--- src/verilog/transfer_mode_pkg.sv ---
package transfer_mode_pkg;

    // ************************************************************
    // register map (byte addresses on the apb bus)
    // ************************************************************
    localparam logic [11:0] ADDR_TRANSFER_MODE = 12'h09c;
    localparam logic [11:0] ADDR_INT_STATUS = 12'h100;
    localparam logic [11:0] ADDR_INT_MASK = 12'h104;

    // ************************************************************
    // transfer-mode control fields
    // ************************************************************
    localparam int BIT_HALF_DUPLEX = 15;
    localparam int BIT_BUSY_WAIT = 14;
    localparam int BIT_RESP_INT_DIS = 8;
    localparam int BIT_RESP_CHK_EN = 7;
    localparam int BIT_RESP_FMT = 6;
    localparam int BIT_BYTE_MODE = 5;
    localparam int BIT_WRITE_DIR = 4;
    localparam int BIT_BLK_CNT_EN = 1;
    localparam int BIT_DMA_EN = 0;
    // writable bits; 13..9 and 3..2 stay zero
    localparam logic [15:0] TMC_RW_MASK = 16'hc1f3;
    localparam logic [15:0] TMC_RESET = 16'h0000;

    // ************************************************************
    // interrupt status / mask layout
    // ************************************************************
    localparam int INT_BITS = 5;
    localparam int INT_CMD_COMPLETE = 0;
    localparam int INT_XFER_COMPLETE = 1;
    localparam int INT_END_BUSY_ERR = 2;
    localparam int INT_RESP_FAULT = 3;
    localparam int INT_ERROR_SUMMARY = 4;
    localparam logic [INT_BITS-1:0] INT_RESET = 5'h00;

    // ************************************************************
    // response error bits, memory and io function formats
    // ************************************************************
    localparam int MEM_ARGUMENT_RANGE_FAULT = 31;
    localparam int MEM_ADDRESS_FAULT = 30;
    localparam int MEM_BLOCK_LENGTH_FAULT = 29;
    localparam int MEM_WRITE_PROTECT_FAULT = 26;
    localparam int MEM_CARD_LOCKED_FLAG = 25;
    localparam int IO_COMMAND_CRC_FAULT = 7;
    localparam int IO_GENERAL_FAULT = 3;
    localparam int IO_FUNCTION_NUMBER_FAULT = 1;
    localparam int IO_ARGUMENT_RANGE_FAULT = 0;

    // ************************************************************
    // types
    // ************************************************************
    typedef struct packed {
        logic half_duplex;
        logic busy_wait;
        logic resp_int_dis;
        logic resp_chk_en;
        logic resp_fmt_io;
        logic byte_mode;
        logic write_dir;
        logic blk_cnt_en;
        logic dma_en;
        logic data_present;
    } issue_params_t;

    typedef enum logic [1:0] {
        ST_IDLE = 2'b00,
        ST_RESP = 2'b01,
        ST_BUSY = 2'b10
    } seq_state_t;

endpackage : transfer_mode_pkg

--- src/verilog/transfer_mode_control.sv ---
// Functional notes
// - issue parameters come from the transfer-mode register and the data_present input, never from packet bytes.
// - bit 15 clear gives full duplex, set gives two-lane half duplex.
// - bit 14 set waits for end-busy packet, then sets transfer complete.
// - end-busy packet carrying an error sets the end-busy error flag.
// - end-busy error also sets summary error, together with transfer complete.
// - bit 8 set suppresses command complete regardless of its enable.
// - bit 7 set checks responses and raises the response packet fault.
// - exactly two formats, memory and io function, chosen by bit 6.
// - memory format errors: range, address, block length, write protect, locked.
// - io format errors: command crc, general, function number, range.
// - bit 5 picks block mode when clear, byte mode when set.
// - bit 4 picks card-to-host read when clear, host-to-card write when set.
// - bit 1 ends data at block count terminal in block mode; bit 0 enables dma.
`timescale 1ns/1ns
module transfer_mode_control (
    // clock and reset
    input wire logic pclk,
    input wire logic presetn,
    // apb slave
    input wire logic psel,
    input wire logic penable,
    input wire logic pwrite,
    input wire logic [11:0] paddr,
    input wire logic [31:0] pwdata,
    output logic [31:0] prdata,
    output logic pready,
    output logic pslverr,
    // command issue from the trigger logic
    input wire logic cmd_issue,
    input wire logic data_present,
    // link receive side
    input wire logic resp_valid,
    input wire logic [31:0] resp_status,
    input wire logic end_busy_packet_valid,
    input wire logic end_busy_packet_error,
    input wire logic blk_count_zero,
    // issue control towards the link
    output transfer_mode_pkg::issue_params_t issue_params,
    output logic cmd_active,
    output logic xfer_stop,
    // interrupt
    output logic irq
);

    // ************************************************************
    // declarations
    // ************************************************************
    logic [15:0] tmc;
    logic [transfer_mode_pkg::INT_BITS-1:0] int_status;
    logic [transfer_mode_pkg::INT_BITS-1:0] int_mask;
    logic [transfer_mode_pkg::INT_BITS-1:0] int_set;
    logic [transfer_mode_pkg::INT_BITS-1:0] int_clr;
    transfer_mode_pkg::seq_state_t state;
    transfer_mode_pkg::seq_state_t next_state;
    logic apb_access;
    logic apb_write;
    logic mapped;
    logic issue_take;
    logic resp_take;
    logic end_busy_packet_take;
    logic resp_err;
    logic [31:0] read_word;

    // ************************************************************
    // apb decode
    // ************************************************************
    // one wait state: pready rises in the second access cycle, so read data and
    // the error answer can both come straight from flops
    assign apb_access = psel & penable & pready;
    assign apb_write = apb_access & pwrite;
    assign mapped = (paddr == transfer_mode_pkg::ADDR_TRANSFER_MODE)
        | (paddr == transfer_mode_pkg::ADDR_INT_STATUS)
        | (paddr == transfer_mode_pkg::ADDR_INT_MASK);

    // read mux, narrower registers sit in the low bits
    always_comb begin
        read_word = 32'h0000_0000;
        case (paddr)
            transfer_mode_pkg::ADDR_TRANSFER_MODE: begin
                read_word = {16'h0000, tmc};
            end
            transfer_mode_pkg::ADDR_INT_STATUS: begin
                read_word = {27'h000_0000, int_status};
            end
            transfer_mode_pkg::ADDR_INT_MASK: begin
                read_word = {27'h000_0000, int_mask};
            end
            default: begin
                read_word = 32'h0000_0000;
            end
        endcase
    end

    // answer flops
    always_ff @(posedge pclk or negedge presetn) begin
        if (!presetn) begin
            pready <= 1'b0;
            pslverr <= 1'b0;
            prdata <= 32'h0000_0000;
        end else begin
            pready <= psel & penable & ~pready;
            pslverr <= psel & penable & ~pready & ~mapped;
            if (psel & penable & ~pready & ~pwrite) begin
                prdata <= read_word;
            end
        end
    end

    // ************************************************************
    // transfer-mode control register
    // ************************************************************
    // reserved bits masked on write
    always_ff @(posedge pclk or negedge presetn) begin
        if (!presetn) begin
            tmc <= transfer_mode_pkg::TMC_RESET;
        end else if (apb_write && paddr == transfer_mode_pkg::ADDR_TRANSFER_MODE) begin
            tmc <= pwdata[15:0] & transfer_mode_pkg::TMC_RW_MASK;
        end
    end

    // ************************************************************
    // command sequencer
    // ************************************************************
    // an issue while a command is still running is dropped; the trigger logic
    // must wait for cmd_active to fall
    assign issue_take = cmd_issue & (state == transfer_mode_pkg::ST_IDLE);
    assign resp_take = resp_valid & (state == transfer_mode_pkg::ST_RESP);
    assign end_busy_packet_take = end_busy_packet_valid & (state == transfer_mode_pkg::ST_BUSY);

    // after the response, wait for the end-busy packet when asked
    always_comb begin
        next_state = state;
        case (state)
            transfer_mode_pkg::ST_IDLE: begin
                if (issue_take) begin
                    next_state = transfer_mode_pkg::ST_RESP;
                end
            end
            transfer_mode_pkg::ST_RESP: begin
                if (resp_take) begin
                    next_state = issue_params.busy_wait ? transfer_mode_pkg::ST_BUSY : transfer_mode_pkg::ST_IDLE;
                end
            end
            transfer_mode_pkg::ST_BUSY: begin
                if (end_busy_packet_take) begin
                    next_state = transfer_mode_pkg::ST_IDLE;
                end
            end
            default: begin
                next_state = transfer_mode_pkg::ST_IDLE;
            end
        endcase
    end

    always_ff @(posedge pclk or negedge presetn) begin
        if (!presetn) begin
            state <= transfer_mode_pkg::ST_IDLE;
            cmd_active <= 1'b0;
        end else begin
            state <= next_state;
            cmd_active <= next_state != transfer_mode_pkg::ST_IDLE;
        end
    end

    // snapshot the register at issue, packet bytes are never parsed
    // lane mode, block or byte unit, direction, count and dma
    always_ff @(posedge pclk or negedge presetn) begin
        if (!presetn) begin
            issue_params <= '0;
        end else if (issue_take) begin
            issue_params.half_duplex <= tmc[transfer_mode_pkg::BIT_HALF_DUPLEX];
            issue_params.busy_wait <= tmc[transfer_mode_pkg::BIT_BUSY_WAIT];
            issue_params.resp_int_dis <= tmc[transfer_mode_pkg::BIT_RESP_INT_DIS];
            issue_params.resp_chk_en <= tmc[transfer_mode_pkg::BIT_RESP_CHK_EN];
            issue_params.resp_fmt_io <= tmc[transfer_mode_pkg::BIT_RESP_FMT];
            issue_params.byte_mode <= tmc[transfer_mode_pkg::BIT_BYTE_MODE];
            issue_params.write_dir <= tmc[transfer_mode_pkg::BIT_WRITE_DIR];
            issue_params.blk_cnt_en <= tmc[transfer_mode_pkg::BIT_BLK_CNT_EN];
            issue_params.dma_en <= tmc[transfer_mode_pkg::BIT_DMA_EN];
            issue_params.data_present <= data_present;
        end
    end

    // stop the data phase at block count terminal, block mode only
    always_ff @(posedge pclk or negedge presetn) begin
        if (!presetn) begin
            xfer_stop <= 1'b0;
        end else begin
            xfer_stop <= cmd_active & issue_params.data_present & issue_params.blk_cnt_en
                & ~issue_params.byte_mode & blk_count_zero & ~xfer_stop;
        end
    end

    // ************************************************************
    // response checking
    // ************************************************************
    // format chosen from the snapshot taken at issue
    resp_error_check u_check (
        .fmt_io(issue_params.resp_fmt_io),
        .status_word(resp_status),
        .error_found(resp_err)
    );

    // ************************************************************
    // interrupt status, mask and output
    // ************************************************************
    always_comb begin
        int_set = transfer_mode_pkg::INT_RESET;
        // command complete not raised while response interrupt disabled
        int_set[transfer_mode_pkg::INT_CMD_COMPLETE] = resp_take & ~issue_params.resp_int_dis;
        // hardware check flags a faulty response
        int_set[transfer_mode_pkg::INT_RESP_FAULT] = resp_take & issue_params.resp_chk_en & resp_err;
        // end of busy marks transfer complete
        int_set[transfer_mode_pkg::INT_XFER_COMPLETE] = end_busy_packet_take;
        int_set[transfer_mode_pkg::INT_END_BUSY_ERR] = end_busy_packet_take & end_busy_packet_error;
        // summary error with transfer complete on an end-busy error, or with the response fault
        int_set[transfer_mode_pkg::INT_ERROR_SUMMARY] = (end_busy_packet_take & end_busy_packet_error)
            | (resp_take & issue_params.resp_chk_en & resp_err);
    end

    assign int_clr = (apb_write && paddr == transfer_mode_pkg::ADDR_INT_STATUS)
        ? pwdata[transfer_mode_pkg::INT_BITS-1:0] : transfer_mode_pkg::INT_RESET;

    // write one to clear; a set in the same cycle wins so no event is lost
    always_ff @(posedge pclk or negedge presetn) begin
        if (!presetn) begin
            int_status <= transfer_mode_pkg::INT_RESET;
        end else begin
            int_status <= (int_status & ~int_clr) | int_set;
        end
    end

    always_ff @(posedge pclk or negedge presetn) begin
        if (!presetn) begin
            int_mask <= transfer_mode_pkg::INT_RESET;
        end else if (apb_write && paddr == transfer_mode_pkg::ADDR_INT_MASK) begin
            int_mask <= pwdata[transfer_mode_pkg::INT_BITS-1:0];
        end
    end

    // level interrupt, one cycle behind status so the output is a flop
    always_ff @(posedge pclk or negedge presetn) begin
        if (!presetn) begin
            irq <= 1'b0;
        end else begin
            irq <= |(int_status & int_mask);
        end
    end

    // ************************************************************
    // assertions
    // ************************************************************
    a_params_snapshot: assert property (
        @(posedge pclk) disable iff (!presetn)
        issue_take |=> issue_params.half_duplex == $past(tmc[transfer_mode_pkg::BIT_HALF_DUPLEX])
            && issue_params.byte_mode == $past(tmc[transfer_mode_pkg::BIT_BYTE_MODE])
            && issue_params.write_dir == $past(tmc[transfer_mode_pkg::BIT_WRITE_DIR])
            && issue_params.dma_en == $past(tmc[transfer_mode_pkg::BIT_DMA_EN])
    ) else $error("issue parameters differ from register at issue");

    a_busy_wait_entry: assert property (
        @(posedge pclk) disable iff (!presetn)
        resp_take && issue_params.busy_wait |=> state == transfer_mode_pkg::ST_BUSY && cmd_active
    ) else $error("busy wait not entered after response");

    a_busy_done_flag: assert property (
        @(posedge pclk) disable iff (!presetn)
        end_busy_packet_take |=> int_status[transfer_mode_pkg::INT_XFER_COMPLETE] && !cmd_active
    ) else $error("end of busy did not set transfer complete");

    a_busy_error_pair: assert property (
        @(posedge pclk) disable iff (!presetn)
        end_busy_packet_take && end_busy_packet_error |=> int_status[transfer_mode_pkg::INT_END_BUSY_ERR]
            && int_status[transfer_mode_pkg::INT_ERROR_SUMMARY]
            && int_status[transfer_mode_pkg::INT_XFER_COMPLETE]
    ) else $error("end-busy error flags not set together");

    a_busy_clean_end: assert property (
        @(posedge pclk) disable iff (!presetn)
        end_busy_packet_take && !end_busy_packet_error |=> !$rose(int_status[transfer_mode_pkg::INT_END_BUSY_ERR])
    ) else $error("end-busy error set without an error");

    a_resp_int_off: assert property (
        @(posedge pclk) disable iff (!presetn)
        resp_take && issue_params.resp_int_dis |=> !$rose(int_status[transfer_mode_pkg::INT_CMD_COMPLETE])
    ) else $error("command complete raised while disabled");

    a_resp_int_on: assert property (
        @(posedge pclk) disable iff (!presetn)
        resp_take && !issue_params.resp_int_dis |=> int_status[transfer_mode_pkg::INT_CMD_COMPLETE]
    ) else $error("command complete missing");

    a_resp_fault_set: assert property (
        @(posedge pclk) disable iff (!presetn)
        resp_take && issue_params.resp_chk_en && resp_err |=> int_status[transfer_mode_pkg::INT_RESP_FAULT]
    ) else $error("response fault not flagged");

    a_resp_no_check: assert property (
        @(posedge pclk) disable iff (!presetn)
        resp_take && !issue_params.resp_chk_en |=> !$rose(int_status[transfer_mode_pkg::INT_RESP_FAULT])
    ) else $error("response fault flagged with checking off");

    a_mem_fmt_decode: assert property (
        @(posedge pclk) disable iff (!presetn)
        !issue_params.resp_fmt_io && resp_status[transfer_mode_pkg::MEM_CARD_LOCKED_FLAG] |-> resp_err
    ) else $error("memory format error bit missed");

    a_io_fmt_decode: assert property (
        @(posedge pclk) disable iff (!presetn)
        issue_params.resp_fmt_io && resp_status[transfer_mode_pkg::IO_COMMAND_CRC_FAULT] |-> resp_err
    ) else $error("io format error bit missed");

    a_reserved_zero: assert property (
        @(posedge pclk) disable iff (!presetn)
        (tmc & ~transfer_mode_pkg::TMC_RW_MASK) == 16'h0000
    ) else $error("reserved transfer-mode bits not zero");

    a_stop_terminal: assert property (
        @(posedge pclk) disable iff (!presetn)
        xfer_stop |-> $past(issue_params.blk_cnt_en) && !$past(issue_params.byte_mode) && $past(blk_count_zero)
    ) else $error("data stop without block count terminal");

    a_issue_refused: assert property (
        @(posedge pclk) disable iff (!presetn)
        cmd_active |=> $stable(issue_params)
    ) else $error("issue parameters changed during a command");

    a_busy_flags_joint: assert property (
        @(posedge pclk) disable iff (!presetn)
        $rose(int_status[transfer_mode_pkg::INT_END_BUSY_ERR])
            |-> int_status[transfer_mode_pkg::INT_XFER_COMPLETE]
            && int_status[transfer_mode_pkg::INT_ERROR_SUMMARY]
    ) else $error("end-busy error without its companion flags");

    a_io_fmt_quiet: assert property (
        @(posedge pclk) disable iff (!presetn)
        issue_params.resp_fmt_io && !resp_status[transfer_mode_pkg::IO_COMMAND_CRC_FAULT]
            && !resp_status[transfer_mode_pkg::IO_GENERAL_FAULT]
            && !resp_status[transfer_mode_pkg::IO_FUNCTION_NUMBER_FAULT]
            && !resp_status[transfer_mode_pkg::IO_ARGUMENT_RANGE_FAULT] |-> !resp_err
    ) else $error("io format flagged a bit outside its set");

    a_mem_fmt_quiet: assert property (
        @(posedge pclk) disable iff (!presetn)
        !issue_params.resp_fmt_io && !resp_status[transfer_mode_pkg::MEM_ARGUMENT_RANGE_FAULT]
            && !resp_status[transfer_mode_pkg::MEM_ADDRESS_FAULT]
            && !resp_status[transfer_mode_pkg::MEM_BLOCK_LENGTH_FAULT]
            && !resp_status[transfer_mode_pkg::MEM_WRITE_PROTECT_FAULT]
            && !resp_status[transfer_mode_pkg::MEM_CARD_LOCKED_FLAG] |-> !resp_err
    ) else $error("memory format flagged a bit outside its set");

endmodule : transfer_mode_control

--- src/verilog/resp_error_check.sv ---
`timescale 1ns/1ns
module resp_error_check (
    // selection
    input wire logic fmt_io,
    // response status word
    input wire logic [31:0] status_word,
    // result
    output logic error_found
);
    // **********************************************************
    // error decode for the two supported response formats
    // **********************************************************
    logic mem_err;
    logic io_err;

    assign mem_err = status_word[transfer_mode_pkg::MEM_ARGUMENT_RANGE_FAULT]
        | status_word[transfer_mode_pkg::MEM_ADDRESS_FAULT]
        | status_word[transfer_mode_pkg::MEM_BLOCK_LENGTH_FAULT]
        | status_word[transfer_mode_pkg::MEM_WRITE_PROTECT_FAULT]
        | status_word[transfer_mode_pkg::MEM_CARD_LOCKED_FLAG];
    assign io_err = status_word[transfer_mode_pkg::IO_COMMAND_CRC_FAULT]
        | status_word[transfer_mode_pkg::IO_GENERAL_FAULT]
        | status_word[transfer_mode_pkg::IO_FUNCTION_NUMBER_FAULT]
        | status_word[transfer_mode_pkg::IO_ARGUMENT_RANGE_FAULT];
    // select memory when clear, io when set
    assign error_found = fmt_io ? io_err : mem_err;

endmodule : resp_error_check

--- config.mk ---
export PLATFORM = sky130hd
export DESIGN_NAME = transfer_mode_control
export DESIGN_NICKNAME = d
export VERILOG_FILES = /design/src/verilog/transfer_mode_pkg.sv /design/src/verilog/transfer_mode_control.sv /design/src/verilog/resp_error_check.sv
export SDC_FILE = /design/constraint.sdc
export NUM_CORES = 1
export LEC_CHECK = 0
export BUFFER_PORTS_ARGS = -buffer_cell sky130_fd_sc_hd__buf_2
export CAP_MARGIN = 40
export CORE_AREA = 10 10 94 96
export DETAILED_ROUTE_END_ITERATION = 8
export DIE_AREA = 0 0 104 106
export GPL_TIMING_DRIVEN = 0
export PLACE_DENSITY = 0.75
export SLEW_MARGIN = 20
export SYNTH_ARGS = -nofsm -noshare
export SYNTH_HDL_FRONTEND = slang
export SYNTH_SLANG_ARGS = --single-unit
--- constraint.sdc ---
create_clock -name pclk -period 1.2 [get_ports pclk]
set_input_delay 0.12 -clock pclk [delete_from_list [all_inputs] [get_ports pclk]]
set_output_delay 0.12 -clock pclk [all_outputs]
set_load 0.05 [all_outputs]
==> impl_metrics.yaml, run 1 <==
clocking:
  cts_root_buf: "clkbuf_8"
  numClockSinks: 47
  max-clock-path-buffers: 2
  cts-htree-levels: 2
  worstSkewPairLatency_ps: 300
  cts_tree: "yes"
  clk_pin_slew_ps: 90
  cts_buffers: 5
synth:
  synth_area_leaders: "dfrtp_1, mux2_2, buf_4, mux2_4, mux2i_1"
  synth_top_area_share_pct: 52.1
  synth_area_per_cell_um2: 12.2
  ys_ff_latch: 47
  synth.most_common_cell: "dfrtp_1"
  synth_common_cells: "dfrtp_1, buf_4, mux2_2, nand2_1, o21ai_0"
  synth_cells: 185
  ys_async_sr_fraction_pct: 100
  synth_area_leader_cell: "dfrtp_1"
  synth-main-ff-cell: "dfrtp_1"
  synth-edff-count: 0
  syn_area_um2: 2260
  synth_cell_types: 42
  synth-seq-area-share_pct: 52.1
  ys_warn_count: 0
global_route:
  grt_pass1_wl_um: 10200
  grt_overflow: 0
  grt_pass1_vias: 1964
  antenna_found_initial: 0
  grt_max_degree: 33
  grt_usage_pct: 11.4
finish:
  finish.utilization_pct: 47.3
  area_growth_pct: 48.0
  n_antenna_cell: 0
  drive_gt1_share_pct: 57.7
  fin_area_um2: 3340
  nets: 384
route:
  via_per_inst: 4.45
  drc: 0
  initialDrtViolationCount: 57
  wl_met1_um: 2710
  vias: 1767
  drt_pass1_iterations: 4
  totalWireLength_um: 6150
  dr.max_layer_used: "met4"
  met3WireLength_um: 612
  antenna_left: 0
  wl_met2_um: 2760
  routedWlPerCell_um: 15.5
setup_path:
  ff2ff_setup_slack_ps: -170
  crit_start: "pready$_DFF_PN0_"
  cp.arrival_ps: 1560
  cp-endpoint: "tmc[6]$_DFFE_PN0P_"
  rr_startpoint: "pready$_DFF_PN0_"
  startpoint_type: "register"
  endpoint_kind: "register"
  worstReg2RegEnd: "tmc[6]$_DFFE_PN0P_"
  path_max_fanout: 9
  cp.required_ps: 1390
  path_class: "reg -> reg"
  r2r.worst_path.cells: 4
placement:
  port_buffers: 68
  place.gp.congestion: 0.814
  dp_hpwl_um: 4550
  placed_cell_area_um2: 2840
  place_ws_ps: -408
timing:
  skew_ps: 7.10
  slew_violations: 0
  layout_setup_ws_ps: -167
  relSlewSlack_pct: 60.0
  tightest_slew_ps: 600
  min_period_over_period_pct: 114
  min_period_ps: 1370
  setup_viol: 40
  rsz0062_at_grt: "yes"
  finalHoldViolCount: 0
  max_freq_ghz: 0.731
  whs_ps: 22.9
die:
  die_x_um: 104
  die_area_um2: 11000
  initial_core_util_pct: 32.0
  rows: 31
  fp.coreArea_um2: 7060
  num_io_pins: 134
  die_h_um: 106
power_and_ir_drop:
  power_uw: 3370
  p_leak_uw: 0.00173
  max-vdd-ir-drop_v: 0.000627
  power_density_nw_per_um2: 1010
outcome:
  status: "complete, but fails checks"
  violations: "negative setup slack"
job:
  drv_cap: 0
worst_hold_path:
  hp-class: "in -> reg"
metal layers:
layer | up-vias | GRT usage [%]
met5 | - | 0
met4 | 0 | 2.98
li1 | 848 | -
met1 | 838 | 13.3
met3 | 8 | 6.10
met2 | 73 | 18.0
final cells by class:
type | instances | area, um2
Timing Repair Buffer | 86 | 544
Tap cell | 99 | 124
Buffer | 27 | 240
Sequential cell | 47 | 1180
Inverter | 2 | 7.51
Clock inverter | 1 | 30.0
Multi-Input combinational cell | 128 | 1140
Clock buffer | 7 | 76.3
Fill cell | 671 | 3720
where the power goes:
part           leakage (uW)  switching, uW  total [uW]  internal [uW]
registers          0.000635           19.4        1630           1610
logic               0.00104            365         593            228
clock network     0.0000524            524        1150            624
sequential cells by signal, summed over array words and instances, names as in the netlist, 2 cells and up:
register      flops
tmc               9
issue_params     10
int_status        5
state             2
prdata           11
int_mask          5
repair_timing:
item                                    CTS  global route
endpoints found under the setup margin   41            43
gates resized for setup                  41            25
gates cloned                              2             0
setup buffers                            11             4
pin swaps                                11            12
hold buffers                              1             0
hold endpoints to repair                 15             0
cell usage in the layout (no fill, tap or decap), types with 3 or more instances in the layout:
| master | synthesis | layout |
|---|---|---|
| a22o_1 | 6 | 6 |
| a31oi_1 | 3 | 3 |
| buf_2 | 2 | 66 |
| buf_4 | 22 | 28 |
| buf_6 | 1 | 12 |
| clkbuf_8 | 0 | 5 |
| conb_1 | 1 | 21 |
| dfrtp_1 | 47 | 45 |
| mux2_2 | 15 | 5 |
| mux2_4 | 9 | 19 |
| mux2i_1 | 6 | 6 |
| nand2_1 | 12 | 8 |
| nand2b_1 | 5 | 4 |
| nor2_1 | 6 | 5 |
| nor3_1 | 6 | 4 |
| o21ai_1 | 0 | 5 |
| o21ai_2 | 0 | 6 |
worst min-delay path by stage:
| stage | start | end | slack (ps) | cells past startpoint |
|---|---|---|---|---|
| after floorplan | presetn | cmd_active$_DFF_PN0_ | -180 | 0 |
| after global placement | pwdata[7] | tmc[7]$_DFFE_PN0P_ | 350 | 2 |
| after detailed placement | presetn | pready$_DFF_PN0_ | 80 | 1 |
| after CTS | pwdata[5] | tmc[5]$_DFFE_PN0P_ | 40 | 2 |
| after global routing | end_busy_packet_valid | state[1]$_DFF_PN0_ | 20 | 2 |
| final | end_busy_packet_valid | state[1]$_DFF_PN0_ | 20 | 2 |
critical path, stage by stage (launching register included):
cell and delay, ps:
dfrtp_2 380, and4_4 230, and3_4 190, buf_12 140, mux2_4 300
metrics by stage:
stage,setup TNS [ps],std cells
6_report,-4060,397
5_1_grt,-6150,397
3_5_place_dp,-8750,373
4_1_cts,-4630,394
2_1_floorplan,-6550,205
3_3_place_gp,-8250,372
cell families after synthesis:
family	count (synthesis)	share of synthesized area (%)
other cells	1	0.166
mux	30	16.1
compound gates	24	6.93
simple gates	53	14.8
flops	47	52.1
buf+inv	30	9.82
(Power assumes the default switching activity.)
==> run 2: changes to the inputs <==
--- a/config.mk
+++ b/config.mk
@@ -5,13 +5,14 @@
 export SDC_FILE = /design/constraint.sdc
 export NUM_CORES = 1
 export LEC_CHECK = 0
-export BUFFER_PORTS_ARGS = -buffer_cell sky130_fd_sc_hd__buf_2
+export ABC_AREA = 1
+export BUFFER_PORTS_ARGS = -buffer_cell sky130_fd_sc_hd__clkbuf_2
 export CAP_MARGIN = 40
-export CORE_AREA = 10 10 94 96
+export CORE_AREA = 10 10 96 98
 export DETAILED_ROUTE_END_ITERATION = 8
-export DIE_AREA = 0 0 104 106
+export DIE_AREA = 0 0 106 108
 export GPL_TIMING_DRIVEN = 0
-export PLACE_DENSITY = 0.75
+export PLACE_DENSITY = 0.74
 export SLEW_MARGIN = 20
 export SYNTH_ARGS = -nofsm -noshare
 export SYNTH_HDL_FRONTEND = slang
==> run 2 against run 1 <==
The run still ends with negative setup slack left. Clock skew up 0.77 ps. Global-route usage fell by 0.35 points. Via count up 13%. Non-clock buffer count decreased by 14. Synthesized cell count up 47%. Fmax increased by 14%. Count of clock-buffer cells in the layout unchanged. First-iteration DRC count up 56%.
==> impl_metrics.yaml, run 2 <==
clocking:
  numClockSinks: 47
  cts_tree: "yes"
  cts-htree-levels: 2
  worstSkewPairLatency_ps: 300
  cts_root_buf: "clkbuf_8"
  clk_pin_slew_ps: 90
  max-clock-path-buffers: 2
  cts_buffers: 5
route:
  drt_pass1_iterations: 4
  via_per_inst: 4.22
  vias: 2004
  totalWireLength_um: 6120
  drc: 0
  antenna_left: 0
  initialDrtViolationCount: 89
  routedWlPerCell_um: 12.9
finish:
  drive_gt1_share_pct: 41.6
  top_regs: "prdata (11), issue_params (10), tmc (9)"
  area_growth_pct: 34.6
  largest_reg_flops: 11
  n_antenna_cell: 0
  mostFrequentLayoutCells: "nand2_1, clkbuf_2, dfrtp_1"
  fin_cells: 475
  nets: 459
  final_common_cell: "nand2_1"
  regMostFlops: "prdata"
outcome:
  status: "complete, but fails checks"
  violations: "negative setup slack"
synth:
  synth-main-ff-cell: "dfrtp_1"
  synth_area_per_cell_um2: 8.66
  synth_compound_area_share_pct: 6.27
  synth_common_cells: "nand2_1, dfrtp_1, inv_1, nand3_1, buf_4"
  synth_area_leaders: "dfrtp_1, nand2_1, buf_4, nand3_1, mux2_2"
  syn_area_um2: 2360
  synth_fa_ha_area_share_pct: 0
  synth-edff-count: 0
  ys_ff_latch: 47
  synth_area_leader_cell: "dfrtp_1"
  ys_async_sr_fraction_pct: 100
  yosys-mux-area-fraction_pct: 4.78
  ys_warn_count: 0
  synth_cells: 272
  synth_top_family_by_area: "simple AND/OR/NAND/NOR gates"
  synth_cell_types: 23
  synth-simple-area-share_pct: 26.2
  synth_xor_area_share_pct: 0
  synth.most_common_cell: "nand2_1"
  synth-seq-area-share_pct: 49.9
  synth_top_area_share_pct: 49.9
global_route:
  use_met3_pct: 4.58
  grt_max_degree: 48
  grt_overflow: 0
  grt_usage_pct: 11.1
  busiest_layer: "met2"
  grt_pass1_wl_um: 10200
  grt_use_met2_pct: 18.9
  met1_usage_pct: 12.6
  antenna_found_initial: 0
  grt_pass1_vias: 2127
timing:
  finalHoldViolCount: 0
  slew_violations: 0
  min_period_ps: 1200
  min_period_over_period_pct: 100
  layout_setup_ws_ps: -1.09
  rsz0062_at_grt: "yes"
  relSlewSlack_pct: 58.2
  skew_ps: 7.87
  tightest_slew_ps: 627
  setup_viol: 1
  final.setup.tns_ps: -1.09
  max_freq_ghz: 0.833
power_and_ir_drop:
  share_seq_of_total_power_pct: 49.5
  intPower_uw: 2330
  max-vdd-ir-drop_v: 0.000728
  p_sw_share_pct: 32.1
  power_density_nw_per_um2: 1080
  p_sw_uw: 1100
  p_leak_uw: 0.00172
  pwr-share-comb_pct: 23.9
  clkPwrFrac_pct: 26.6
die:
  die_x_um: 106
  die_area_um2: 11400
  rows: 32
  fp.coreArea_um2: 7450
  num_io_pins: 134
  die_h_um: 108
  initial_core_util_pct: 31.6
placement:
  dp_cells: 462
  dp_hpwl_um: 4930
  place.gp.congestion: 0.790
  port_buffers: 68
setup_path:
  path_class: "reg -> reg"
  rr_startpoint: "pready$_DFF_PN0_"
  startpoint_type: "register"
  ff2ff_setup_slack_ps: -1
  r2r.worst_path.cells: 6
  endpoint_kind: "register"
  worstReg2RegEnd: "tmc[8]$_DFFE_PN0P_"
  cp.required_ps: 1390
  path_max_fanout: 6
  crit_start: "pready$_DFF_PN0_"
  cp-endpoint: "tmc[8]$_DFFE_PN0P_"
  cp.arrival_ps: 1390
job:
  drv_cap: 0
worst_hold_path:
  hp-class: "in -> reg"
## run 2: final cells by class
class / instances / area, um2
clock inverters: 1 / 5.00
repair buffers: 74 / 409
clock buffers: 7 / 76.3
inverters: 29 / 109
well taps: 102 / 128
plain buffers: 25 / 208
multi-input cells: 190 / 1060
flip-flops and latches: 47 / 1180
fillers: 757 / 4280
## run 2: worst min path at each step
stage                          start                           to  slack (ps)  depth (start not counted)
2_1_floorplan                presetn         cmd_active$_DFF_PN0_        -180                          0
3_3_place_gp               pwdata[6]           tmc[6]$_DFFE_PN0P_         350                          3
3_5_place_dp                 presetn           tmc[6]$_DFFE_PN0P_         210                          1
4_1_cts                    pwdata[8]           tmc[8]$_DFFE_PN0P_          30                          3
5_1_grt                 data_present  issue_params[0]$_DFFE_PN0P_          30                          2
6_report       end_busy_packet_error      int_status[2]$_DFF_PN0_          40                          3
## run 2: layer usage
layer  part of all wire [%]  routed length, um
met5                      0                  0
met4                   0.70                 43
met2                     50               3090
met3                    8.7                533
met1                     40               2460
## run 2: what timing repair did
item                       in CTS  in global routing
resized for setup               7                 33
hold buffers                    1                  0
setup endpoints to repair      21                 37
hold endpoints to repair       47                  0
pin swaps                       2                  5
gates cloned                    1                  0
buffers inserted                2                  2
## run 2: kinds of logic after synthesis
group / Yosys count
AND/OR/NAND/NOR: 137
other: 1
AO/OA/AOI/OAI: 22
buffers and inverters: 55
multiplexers: 10
flip-flops: 47
## run 2: worst max-delay path, stage by stage, from the launching register on
cell and delay (ps):
dfrtp_2 380, nand4_1 150, inv_2 150, nand3_4 130, buf_12 180, nand2_2 60
o21ai_2 50
## run 2: power by group through the flow
| stage | combinational (uW) | sequential (uW) | clock, uW |
|---|---|---|---|
| detailed placement | 740 | 1730 | 0 |
| finish | 819 | 1700 | 912 |
| global placement | 729 | 1720 | 0 |
| global route | 882 | 1710 | 1020 |
| floorplan | 401 | 1850 | 0 |
| CTS | 791 | 1690 | 935 |
## run 2: per-stage QoR
step	instance area (um2)	power, uW	util (%)	setup slack (ps)	hold slack, ps
floorplan	2460	2250	-	-99.5	-176
global placement	2930	2450	39.3	-128	349
detailed placement	2930	2470	39.3	-154	208
CTS	3080	3420	41.4	4.23	35.0
global route	3170	3610	42.6	-86.1	31.8
finish	3170	3430	42.6	-1.09	36.7
